`src/verilog/fsc_consts.svh`:
```
// Offsets, field positions, reset values and link constants of the flash timing and signature block.
// Overview of operation
// Flash access lasts access field plus one clocks.
// Code zero: one clock, system clock up to 20 MHz.
// Code one: two clocks, up to 40 MHz.
// Code two: three clocks, 72 MHz; three reserved.
// Software writes config upper bits back unchanged.
// Software matches access time to clock frequency.
// Start register holds 17-bit word location, resets zero.
// Stop register holds 17-bit word location, resets zero.
// Range locations are byte address divided by sixteen.
// Writing stop bit 17 launches signature generation.
// Generator stays idle while launch bit is zero.
// Stop location and launch accepted in one write.
// Config 0x010, start 0x020, stop 0x024 decode.
// Read-only status at 0xFE0, resets to zero.
// Write-only clear at 0xFE8 affects only status.
// Reserved bits written zero, read undefined.
// Result words 0x02C to 0x038 give signature slices.
// Signature shifts, XORs word, feeds taps into 127.
// Completion sets status bit 2 until cleared.
// Writing clear bit 2 clears the completion flag.
// Flash reads stall while generation is running.
// Generator runs alone; results update only when complete.
`ifndef FSC_CONSTS_SVH
`define FSC_CONSTS_SVH
`define FSC_BASE_ADDR 32'h4003_C000
`define FSC_OFF_CFG 12'h010
`define FSC_OFF_START 12'h020
`define FSC_OFF_STOP 12'h024
`define FSC_OFF_W0 12'h02C
`define FSC_OFF_W1 12'h030
`define FSC_OFF_W2 12'h034
`define FSC_OFF_W3 12'h038
`define FSC_OFF_STAT 12'hFE0
`define FSC_OFF_STATCLR 12'hFE8
`define FSC_WAIT_LSB 0
`define FSC_WAIT_MSB 1
`define FSC_LOC_MSB 16
`define FSC_LAUNCH_BIT 17
`define FSC_DONE_BIT 2
`define FSC_WAIT_RESET 2'h2
`define FSC_LOC_RESET 17'h0_0000
`define FSC_TAP_A 0
`define FSC_TAP_B 2
`define FSC_TAP_C 27
`define FSC_TAP_D 29
`define FSC_APB_ADDR 12'h000
`define FSC_APB_WDATA 12'h004
`define FSC_APB_CTRL 12'h008
`define FSC_APB_STAT 12'h00C
`define FSC_APB_RDATA 12'h010
`define FSC_CTRL_GO_BIT 0
`define FSC_CTRL_WR_BIT 1
`define FSC_STAT_BUSY_BIT 0
`endif

```
`src/verilog/fsc_pkg.sv`:
```
// Types shared by both ends of the flash timing and signature block.
`default_nettype none
package fsc_pkg;
    typedef logic [11:0] fsc_off_t;
    typedef logic [31:0] fsc_word_t;
    typedef logic [127:0] fsc_sig_t;
    typedef logic [16:0] fsc_loc_t;
    typedef enum logic [1:0] {FSC_IDLE, FSC_CPU, FSC_SCAN} fsc_state_t;
endpackage : fsc_pkg
`default_nettype wire

```
`src/verilog/fsc_link_if.sv`:
```
// Register port joining the controller end to the flash register block.
`timescale 1ns/1ps
`default_nettype none
interface fsc_link_if;
    import fsc_pkg::*;
    logic req;
    logic we;
    fsc_off_t addr;
    fsc_word_t wdata;
    fsc_word_t rdata;
    logic ack;
    modport dev (input req, input we, input addr, input wdata, output rdata, output ack);
    modport ctl (output req, output we, output addr, output wdata, input rdata, input ack);
endinterface : fsc_link_if
`default_nettype wire

```
`src/verilog/fsc_flash_ctrl.sv`:
```
// Flash register block: access timing, signature range, generator and status.
//
// The APB interface to the registers was left to the implementer.
`timescale 1ns/1ps
`default_nettype none
`include "fsc_consts.svh"
module fsc_flash_ctrl #(
    parameter int WAIT_W = 2
) (
    input wire logic mclk, // System clock.
    input wire logic rst, // Asynchronous reset, active high.
    fsc_link_if.dev link, // Register port.
    input wire logic cpu_rd_req, // Processor flash read request, held until ack.
    input wire fsc_pkg::fsc_loc_t cpu_rd_loc, // Flash word location to read.
    output logic cpu_rd_ack, // One-cycle pulse, read data valid.
    output fsc_pkg::fsc_sig_t cpu_rd_data, // Flash word returned to the processor.
    output fsc_pkg::fsc_loc_t flash_loc, // Location driven to the flash array.
    input wire fsc_pkg::fsc_sig_t flash_word, // Array data for flash_loc.
    output logic sig_busy // High while the generator scans.
);
    import fsc_pkg::*;

    fsc_state_t state_r;
    logic [WAIT_W-1:0] access_wait_cycles_r;
    logic [29:0] cfg_upper_r;
    fsc_loc_t start_r;
    fsc_loc_t stop_r;
    logic sig_launch_r;
    logic sig_complete_flag_r;
    fsc_sig_t sig_acc_r;
    fsc_sig_t sig_result_r;
    logic [WAIT_W-1:0] wait_cnt_r;
    fsc_loc_t flash_loc_r;
    fsc_word_t rdata_r;
    logic ack_r;
    logic take;
    logic scan_last;
    logic launch_go;
    logic sig_busy_r;

    // The two-cycle request/ack protocol: the cycle carrying ack is not a new request.
    assign take = link.req && !ack_r;
    assign scan_last = (state_r == FSC_SCAN) && (flash_loc_r == stop_r);
    assign launch_go = (state_r == FSC_IDLE) && sig_launch_r;

    function automatic fsc_sig_t fold(input fsc_sig_t s, input fsc_sig_t d);
        fold = {d[127] ^ s[`FSC_TAP_A] ^ s[`FSC_TAP_B] ^ s[`FSC_TAP_C] ^ s[`FSC_TAP_D],
                d[126:0] ^ s[127:1]};
    endfunction : fold

    function automatic logic hit(input fsc_off_t a, input fsc_off_t off);
        hit = (a == off);
    endfunction : hit

    // Configuration: upper bits are stored so a read-modify-write returns them unchanged.
    always_ff @(posedge mclk or posedge rst) begin
        if (rst) begin
            access_wait_cycles_r <= WAIT_W'(`FSC_WAIT_RESET);
            cfg_upper_r <= 30'h0000_0000;
        end else if (take && link.we && hit(link.addr, `FSC_OFF_CFG)) begin
            access_wait_cycles_r <= link.wdata[`FSC_WAIT_MSB:`FSC_WAIT_LSB];
            cfg_upper_r <= link.wdata[31:2];
        end
    end

    // Range registers; the range is frozen while a scan runs.
    always_ff @(posedge mclk or posedge rst) begin
        if (rst) begin
            start_r <= `FSC_LOC_RESET;
            stop_r <= `FSC_LOC_RESET;
        end else if (take && link.we && state_r != FSC_SCAN) begin
            if (hit(link.addr, `FSC_OFF_START)) begin
                start_r <= link.wdata[`FSC_LOC_MSB:0];
            end
            if (hit(link.addr, `FSC_OFF_STOP)) begin
                stop_r <= link.wdata[`FSC_LOC_MSB:0];
            end
        end
    end

    // Launch bit stays high from the write until the scan has finished.
    always_ff @(posedge mclk or posedge rst) begin
        if (rst) begin
            sig_launch_r <= 1'b0;
        end else if (scan_last) begin
            sig_launch_r <= 1'b0;
        end else if (take && link.we && hit(link.addr, `FSC_OFF_STOP) && state_r != FSC_SCAN) begin
            sig_launch_r <= link.wdata[`FSC_LAUNCH_BIT];
        end
    end

    // Completion flag: the set beats a clear arriving in the same cycle.
    always_ff @(posedge mclk or posedge rst) begin
        if (rst) begin
            sig_complete_flag_r <= 1'b0;
        end else if (scan_last) begin
            sig_complete_flag_r <= 1'b1;
        end else if (take && link.we && hit(link.addr, `FSC_OFF_STATCLR)
                     && link.wdata[`FSC_DONE_BIT]) begin
            sig_complete_flag_r <= 1'b0;
        end
    end

    // Sequencer shared by processor reads and the signature scan.
    always_ff @(posedge mclk or posedge rst) begin
        if (rst) begin
            state_r <= FSC_IDLE;
            flash_loc_r <= `FSC_LOC_RESET;
            wait_cnt_r <= '0;
            sig_busy_r <= 1'b0;
        end else begin
            unique case (state_r)
                FSC_IDLE: begin
                    if (launch_go) begin
                        state_r <= FSC_SCAN;
                        sig_busy_r <= 1'b1;
                        flash_loc_r <= start_r;
                    end else if (cpu_rd_req && !cpu_rd_ack) begin
                        // The requester still holds its request in the answer cycle.
                        state_r <= FSC_CPU;
                        flash_loc_r <= cpu_rd_loc;
                        wait_cnt_r <= access_wait_cycles_r;
                    end
                end
                FSC_CPU: begin
                    if (wait_cnt_r == '0) begin
                        state_r <= FSC_IDLE;
                    end else begin
                        wait_cnt_r <= wait_cnt_r - 1'b1;
                    end
                end
                FSC_SCAN: begin
                    if (scan_last) begin
                        state_r <= FSC_IDLE;
                        sig_busy_r <= 1'b0;
                    end else begin
                        flash_loc_r <= flash_loc_r + 1'b1;
                    end
                end
            endcase
        end
    end

    // Processor read answer; requests simply wait until the sequencer is back in idle after a scan.
    always_ff @(posedge mclk or posedge rst) begin
        if (rst) begin
            cpu_rd_ack <= 1'b0;
            cpu_rd_data <= '0;
        end else begin
            cpu_rd_ack <= (state_r == FSC_CPU) && (wait_cnt_r == '0);
            if ((state_r == FSC_CPU) && (wait_cnt_r == '0)) begin
                cpu_rd_data <= flash_word;
            end
        end
    end

    // Signature accumulation; visible results change only at the end of a scan.
    always_ff @(posedge mclk or posedge rst) begin
        if (rst) begin
            sig_acc_r <= '0;
            sig_result_r <= '0;
        end else if (launch_go) begin
            sig_acc_r <= '0;
        end else if (state_r == FSC_SCAN) begin
            sig_acc_r <= fold(sig_acc_r, flash_word);
            if (scan_last) begin
                sig_result_r <= fold(sig_acc_r, flash_word);
            end
        end
    end

    // Register reads; reserved bits read as zero except config bits 31:2, which return the stored upper bits; unmapped offsets read as zero.
    always_ff @(posedge mclk or posedge rst) begin
        if (rst) begin
            ack_r <= 1'b0;
            rdata_r <= 32'h0000_0000;
        end else begin
            ack_r <= take;
            if (take) begin
                unique case (link.addr)
                    `FSC_OFF_CFG: rdata_r <= {cfg_upper_r, access_wait_cycles_r};
                    `FSC_OFF_START: rdata_r <= {15'h0000, start_r};
                    `FSC_OFF_STOP: rdata_r <= {14'h0000, sig_launch_r, stop_r};
                    `FSC_OFF_W0: rdata_r <= sig_result_r[31:0];
                    `FSC_OFF_W1: rdata_r <= sig_result_r[63:32];
                    `FSC_OFF_W2: rdata_r <= sig_result_r[95:64];
                    `FSC_OFF_W3: rdata_r <= sig_result_r[127:96];
                    `FSC_OFF_STAT: rdata_r <= 32'(sig_complete_flag_r) << `FSC_DONE_BIT;
                    default: rdata_r <= 32'h0000_0000;
                endcase
            end
        end
    end

    assign link.ack = ack_r;
    assign link.rdata = rdata_r;
    assign flash_loc = flash_loc_r;
    assign sig_busy = sig_busy_r;
endmodule : fsc_flash_ctrl
`default_nettype wire

```
`src/flat_wrapper.sv`:
```
// flat-port wrapper written by rule: the top's interface ports become plain ports
module fsc_flash_ctrl_flat import fsc_pkg::*;
#(
    parameter int WAIT_W = 2
)
  (mclk, rst, cpu_rd_req, cpu_rd_loc, cpu_rd_ack, cpu_rd_data, flash_loc, flash_word, sig_busy, link_req, link_we, link_addr, link_wdata, link_rdata, link_ack);
  fsc_link_if link_i ();
  input wire logic mclk;
  input wire logic rst;
  input wire logic cpu_rd_req;
  input wire fsc_pkg::fsc_loc_t cpu_rd_loc;
  output logic cpu_rd_ack;
  output fsc_pkg::fsc_sig_t cpu_rd_data;
  output fsc_pkg::fsc_loc_t flash_loc;
  input wire fsc_pkg::fsc_sig_t flash_word;
  output logic sig_busy;
  input wire logic [$bits(link_i.req)-1:0] link_req;
  input wire logic [$bits(link_i.we)-1:0] link_we;
  input wire logic [$bits(link_i.addr)-1:0] link_addr;
  input wire logic [$bits(link_i.wdata)-1:0] link_wdata;
  output wire logic [$bits(link_i.rdata)-1:0] link_rdata;
  output wire logic [$bits(link_i.ack)-1:0] link_ack;
  assign link_i.req = link_req;
  assign link_i.we = link_we;
  assign link_i.addr = link_addr;
  assign link_i.wdata = link_wdata;
  assign link_rdata = link_i.rdata;
  assign link_ack = link_i.ack;
  fsc_flash_ctrl #(.WAIT_W(WAIT_W)) u_core (.mclk(mclk), .rst(rst), .link(link_i), .cpu_rd_req(cpu_rd_req), .cpu_rd_loc(cpu_rd_loc), .cpu_rd_ack(cpu_rd_ack), .cpu_rd_data(cpu_rd_data), .flash_loc(flash_loc), .flash_word(flash_word), .sig_busy(sig_busy));
endmodule
```
`config.mk`:
```
export PLATFORM = sky130hd
export DESIGN_NAME = fsc_flash_ctrl_flat
export DESIGN_NICKNAME = d
export VERILOG_FILES = /design/src/verilog/fsc_pkg.sv /design/src/verilog/fsc_link_if.sv /design/src/verilog/fsc_flash_ctrl.sv /design/src/flat_wrapper.sv
export VERILOG_INCLUDE_DIRS = /design/src /design/src/verilog
export SDC_FILE = /design/constraint.sdc
export NUM_CORES = 1
export LEC_CHECK = 0
export BUFFER_PORTS_ARGS = -buffer_cell sky130_fd_sc_hd__buf_2
export CORE_MARGIN = 8
export CORE_UTILIZATION = 50
export CTS_CLUSTER_DIAMETER = 40
export DETAILED_ROUTE_END_ITERATION = 8
export MAX_ROUTING_LAYER = met4
export PLACE_DENSITY = 0.75
export SLEW_MARGIN = 0
export SYNTH_ARGS = -nofsm -noshare
export SYNTH_HDL_FRONTEND = slang
export SYNTH_SLANG_ARGS = --single-unit
```
`constraint.sdc`:
```
create_clock -name mclk -period 15.2 [get_ports mclk]
set_input_delay 1.52 -clock mclk [delete_from_list [all_inputs] [get_ports mclk]]
set_output_delay 1.52 -clock mclk [all_outputs]
set_load 0.02 [all_outputs]
```
==> results of run 1 <==
worst max path at each step:
stage	startpoint	end	cells after the start
finish	link_addr[5]	u_core.link.rdata[5]$_DFFE_PP0N_	9
global placement	link_addr[5]	u_core.link.rdata[8]$_DFFE_PP0N_	6
global route	link_addr[5]	u_core.link.rdata[5]$_DFFE_PP0N_	9
CTS	link_addr[5]	u_core.link.rdata[5]$_DFFE_PP0N_	9
detailed placement	link_addr[5]	u_core.link.rdata[8]$_DFFE_PP0N_	6
floorplan	rst	u_core.access_wait_cycles_r[0]$_DFFE_PP0P_	1
cell usage in the layout, fill, tap and decap left out, types with 4 or more instances in the layout:
cell,instances
o21ai_0,157
nor3_1,10
clkinv_8,4
xnor2_1,146
a22oi_1,18
ha_1,4
clkbuf_8,8
o221ai_1,4
inv_6,13
nand3_1,17
inv_8,5
dfrtp_1,507
clkbuf_16,76
mux2_2,206
a21oi_1,42
nand2b_1,5
clkinv_4,6
and3_1,12
nor2_1,220
inv_1,8
diode_2,8
a221oi_1,23
bufinv_16,10
clkbuf_1,7
clkinvlp_4,5
buf_4,13
clkinv_2,5
a211oi_1,130
buf_2,373
o22ai_1,7
a31oi_1,25
mux2i_1,29
nand2_1,208
nand4_1,7
metal layers:
layer	up-vias	GRT usage, %	share of wire, %
met5	-	-	0
li1	7633	-	-
met1	8469	35.45	43
met2	641	43.03	48
met4	0	9.123	2.9
met3	110	5.207	6.8
worst max-delay path, cell delays in order:
cell,delay (ns)
buf_2,0.72
nor4b_2,0.34
buf_4,0.25
nand2_1,0.13
nor2_1,0.57
and2_0,0.21
buf_4,0.29
a221oi_1,0.13
a21oi_1,0.20
registers in the layout (all words and copies together), names as in the netlist, 2 cells and up:
register                     flops
u_core.start_r                  17
u_core.sig_result_r            128
u_core.wait_cnt_r                2
u_core.cpu_rd_data             128
u_core.sig_acc_r               128
u_core.link.rdata               32
u_core.stop_r                   17
u_core.access_wait_cycles_r      2
u_core.flash_loc                17
u_core.cfg_upper_r              30
u_core.state_r                   2
logic make-up after synthesis:
kind of cell,synth area share (%)
buf+inv,2.587
simple gates,9.579
flops,57.53
compound gates,12.30
fa+ha+maj,0.2831
mux,11.86
xor+xnor,5.865
layout make-up:
cell class / count / area, sq um
antenna: 8 / 20.02
clock buffer: 91 / 2038
sequential: 508 / 12710
timing repair buffer: 389 / 2024
multi-input combinational: 1321 / 8857
clock inverter: 47 / 643.1
tap: 592 / 740.7
inverter: 10 / 41.29
fill: 3566 / 16850
report_power, final:
part / switching, W / internal, W
Sequential: 0.000151 / 0.00159
Combinational: 0.000694 / 0.000486
Clock: 0.000671 / 0.00115
Total: 0.00152 / 0.00322
metrics by stage:
step                worst slack (ns)  utilization (%)
CTS                            11.37            61.59
finish                         11.35            61.64
floorplan                      6.784                -
global route                   11.17            61.61
global placement               10.82            55.49
detailed placement             10.77            55.49
==> results.json, run 1 <==
{
  "outcome": "finished clean",
  "avgSynthCellArea_sq_um": 11.23,
  "finalCritPeriodShare_pct": 25.32,
  "dpl_cell_area_sq_mm": 0.02438,
  "drive_above_1_share_pct": 31.45,
  "ir_worst_vdd_v": 0.0001379,
  "maxCapViolCount": 0,
  "insertion_delay_ns": 0.60,
  "skew_ns": 0.03056,
  "clkSinkCount": 508,
  "fin_nets": 2503,
  "wirelength_um": 68470,
  "yosys-top-cells-area": "dfrtp_1, mux2_2, xnor2_1",
  "coreArea_sq_mm": 0.04393,
  "synth-seq-cells": 508,
  "drv_slew": 0,
  "ctsHoldBuffers": 0,
  "start_util_pct": 50.30,
  "grt_pass1_vias": 17180,
  "hpwl_um": 49880,
  "htree_levels": 3,
  "synth_seq_area_share_pct": 57.53,
  "die_x_um": 226.2,
  "cp.required_ns": 15.72,
  "worstReg2RegEnd": "u_core.sig_result_r[39]$_DFFE_PP0P_",
  "setup_viol": 0,
  "post_cts_resized": 0,
  "reg2reg_slack_ns": 11.57,
  "area_growth_pct": 22.53,
  "ctsLongestPathBuffers": 3,
  "cts_setup_buffers": 0,
  "relSlewSlack_pct": 10.05,
  "cts_root_buf": "clkbuf_16",
  "antenna_left": 0,
  "layout.cells.non_filler": 2966,
  "r2r_start": "u_core.state_r[0]$_DFFE_PP0P_",
  "yosysTopAreaCell": "dfrtp_1",
  "overflow": 0,
  "synthFlopType": "dfrtp_1",
  "min_period_ns": 3.849,
  "worst_pin_slew_ns": 1.345,
  "yosys-top-cells-count": "dfrtp_1, nor2_1, nand2_1",
  "rsz0062_at_grt": "false",
  "grt_start_max_net_pins": 256,
  "viasPerCell": 5.682,
  "gp_congestion": 0.9417,
  "drtPass1Iterations": 5,
  "cts_made_buffers": 74,
  "fmax_ghz": 0.2598,
  "worst-endpoint-arrival_ns": 4.37,
  "synthArstFlopShare_pct": 100.0,
  "critPathLaunchType": "primary input",
  "ys_warn_count": 0,
  "cts_tree": "done",
  "hold_slack_ns": 0.4844,
  "clk_pin_slew_ns": 0.06,
  "antenna_found_initial": 5,
  "row_count": 77,
  "die_area_sq_mm": 0.05118,
  "netlist_instances": 1968,
  "grt_pass1_wl_um": 103700,
  "holdPathStages": 2,
  "cp-end-kind": "register",
  "worstPathMaxFanout": 32,
  "netlist_area_sq_mm": 0.02210,
  "numPlacedInstances": 2820,
  "wl_per_cell_um": 23.08,
  "fin_area_sq_mm": 0.02708,
  "die_h_um": 226.2,
  "via_count": 16850,
  "ff2ff_path_depth": 7,
  "yosysUniqueCellTypes": 56,
  "power_leakage_nw": 12.17,
  "grt_usage_pct": 27.32,
  "synth.most_common_cell": "dfrtp_1",
  "hold_start": "u_core.sig_result_r[35]$_DFFE_PP0P_",
  "hold_path_class": "register to register",
  "holdPathEnd": "u_core.sig_result_r[35]$_DFFE_PP0P_",
  "drc": 0,
  "path_class": "primary input to register",
  "portBuffers": 373,
  "finalHoldViolCount": 0,
  "synth_top_area_share_pct": 57.41,
  "synth_edf_count": 0,
  "drtIter0Drc": 1568,
  "syn_nets": 2167,
  "fin_tns_setup_ns": 0,
  "fin_total_pwr_w": 0.004739,
  "ios": 374,
  "power.density_mw_per_mm2": 175.0
}
Power figures use the tool's default switching activity.
==> inputs of run 2 (changes only) <==
==> constraint.sdc (replaced) <==
create_clock -name mclk -period 3.17 [get_ports mclk]
set_input_delay 0.317 -clock mclk [delete_from_list [all_inputs] [get_ports mclk]]
set_output_delay 0.317 -clock mclk [all_outputs]
set_load 0.02 [all_outputs]
==> run 2 against run 1 <==
  * Flip-flop and latch count unchanged
  * Largest power group unchanged
  * Routed wire length grew 10%
  * Highest routed layer unchanged
  * First-iteration DRC count increased by 16%
  * Non-clock buffer count increased by 184
  * Setup slack got worse by 11 ns
  * Power rose to 4.8 times the previous value
  * Critical endpoint is now u_core.sig_result_r[46]$_DFFE_PP0P_
==> results.json, run 2 (same netlist as run 1, synthesis figures left out) <==
{
  "die_h_um": 226.2,
  "drtIter0Drc": 1814,
  "viasPerCell": 5.730,
  "grt_pass1_vias": 18890,
  "cts_tree": "done",
  "grt_start_max_net_pins": 151,
  "finalHoldViolCount": 0,
  "grt_pass1_wl_um": 114300,
  "fill_cells": 3345,
  "fin_nets": 2690,
  "area_growth_pct": 30.47,
  "fin_area_sq_mm": 0.02883,
  "layout_commonest_cell": "dfrtp_1",
  "via_count": 18080,
  "critPathLaunchType": "register",
  "start_util_pct": 50.30,
  "hold_slack_ns": 0.01491,
  "drv_slew": 0,
  "cts_made_buffers": 77,
  "antenna_left": 0,
  "insertion_delay_ns": 0.63,
  "path_class": "register to register",
  "hpwl_um": 52500,
  "htree_levels": 3,
  "setup_viol": 0,
  "cp.required_ns": 3.63,
  "cts_setup_buffers": 0,
  "coreArea_sq_mm": 0.04393,
  "gp_congestion": 0.9866,
  "maxCapViolCount": 0,
  "fmax_ghz": 0.4184,
  "wirelength_um": 75380,
  "drive_above_1_share_pct": 30.25,
  "reg_top3": "u_core.cpu_rd_data x128, u_core.sig_acc_r x128, u_core.sig_result_r x128",
  "hold_path_class": "primary input to register",
  "overflow": 0,
  "rsz0062_at_grt": "false",
  "cts_root_buf": "clkbuf_16",
  "skew_ns": 0.03015,
  "worst_pin_slew_ns": 0.8568,
  "ios": 374,
  "ir_worst_vdd_v": 0.0005823,
  "regArea_sq_mm": 0.01271,
  "clk_pin_slew_ns": 0.06,
  "drtPass1Iterations": 7,
  "power.density_mw_per_mm2": 795.1,
  "finalCritPeriodShare_pct": 75.40,
  "power_leakage_nw": 12.93,
  "drc": 0,
  "portBuffers": 373,
  "ctsLongestPathBuffers": 3,
  "wl_per_cell_um": 23.89,
  "outcome": "finished clean",
  "worst-endpoint-arrival_ns": 2.85,
  "cp-end-kind": "register",
  "relSlewSlack_pct": 42.88,
  "worstPathMaxFanout": 54,
  "layout_common_cells": "dfrtp_1, buf_2, nor2_1",
  "multiInputGateArea_sq_mm": 0.008857,
  "grt_usage_pct": 30.12,
  "row_count": 77,
  "antenna_found_initial": 10,
  "die_area_sq_mm": 0.05118,
  "clkSinkCount": 508,
  "dpl_cell_area_sq_mm": 0.02469,
  "die_x_um": 226.2,
  "min_period_ns": 2.390
}
-- run 2: changes by cell type in the layout (fill, tap and decap cells not counted), sizes merged --
cell	before	now
buf	389	421
bufinv	10	5
clkbuf	91	93
clkinvlp	5	7
diode	8	14
dlygate4sd3	0	152
-- run 2: report_power, final --
group | total (W) | switching [W] | internal (W)
registers | 0.00840 | 0.000789 | 0.00761
logic | 0.00598 | 0.00347 | 0.00250
clock network | 0.00855 | 0.00340 | 0.00515
-- run 2: final cells by class --
class                   instances  area share [%]
diodes                         14          0.1215
clock buffers                  93           7.103
clock inverters                44           1.862
inverters                      10          0.1432
multi-input cells            1321           30.72
flip-flops and latches        508           44.09
well taps                     592           2.569
repair buffers                573           13.39
-- run 2: metrics by stage --
step	util, %	TNS (ns)	std cells	total power [W]	setup WS [ns]
finish	65.63	0	3155	0.02292	0.7799
global route	65.62	0	3152	0.02379	0.6335
CTS	65.55	0	3141	0.02292	0.8587
detailed placement	56.21	0	2852	0.01422	0.6189
global placement	56.21	0	2852	0.01403	0.6572
floorplan	-	-2051.69	1968	0.01208	-4.043
-- run 2: worst paths after layout --
path,startpoint,end,slack (ns),cells after the start
worst max-delay path,u_core.flash_loc[7]$_DFFE_PP0P_,u_core.sig_result_r[46]$_DFFE_PP0P_,0.78,9
worst min-delay path,flash_word[116],u_core.cpu_rd_data[116]$_DFFE_PP0P_,0.01,2
worst max register to register,u_core.flash_loc[7]$_DFFE_PP0P_,u_core.sig_result_r[46]$_DFFE_PP0P_,0.78,9
worst min register to register,u_core.sig_result_r[76]$_DFFE_PP0P_,u_core.sig_result_r[76]$_DFFE_PP0P_,0.49,2
max in group asynchronous,rst,u_core.cpu_rd_data[110]$_DFFE_PP0P_,1.67,5
min in group asynchronous,rst,u_core.cfg_upper_r[11]$_DFFE_PP0P_,0.49,4
-- run 2: what timing repair did --
item                      in CTS  in global routing
gates resized for setup        0                  0
hold buffers                 152                  0
hold endpoints to repair     257                  0
-- run 2: metal layers --
metal | up-vias | share of wire, % | track usage, %
li1 | 8018 | - | -
met1 | 9022 | 40 | 37.18
met2 | 812 | 47 | 47.19
met3 | 225 | 7.1 | 6.090
met4 | 0 | 5.2 | 14.79
met5 | - | 0 | -
-- run 2: critical path, cell delays in order (launching register included) --
cell	delay (ns)
dfrtp_1	0.49
xnor2_1	0.21
nand4_1	0.18
nor3_2	0.18
buf_4	0.17
nand4_1	0.18
buf_12	0.24
buf_4	0.29
nand2_1	0.11
o21ai_0	0.12
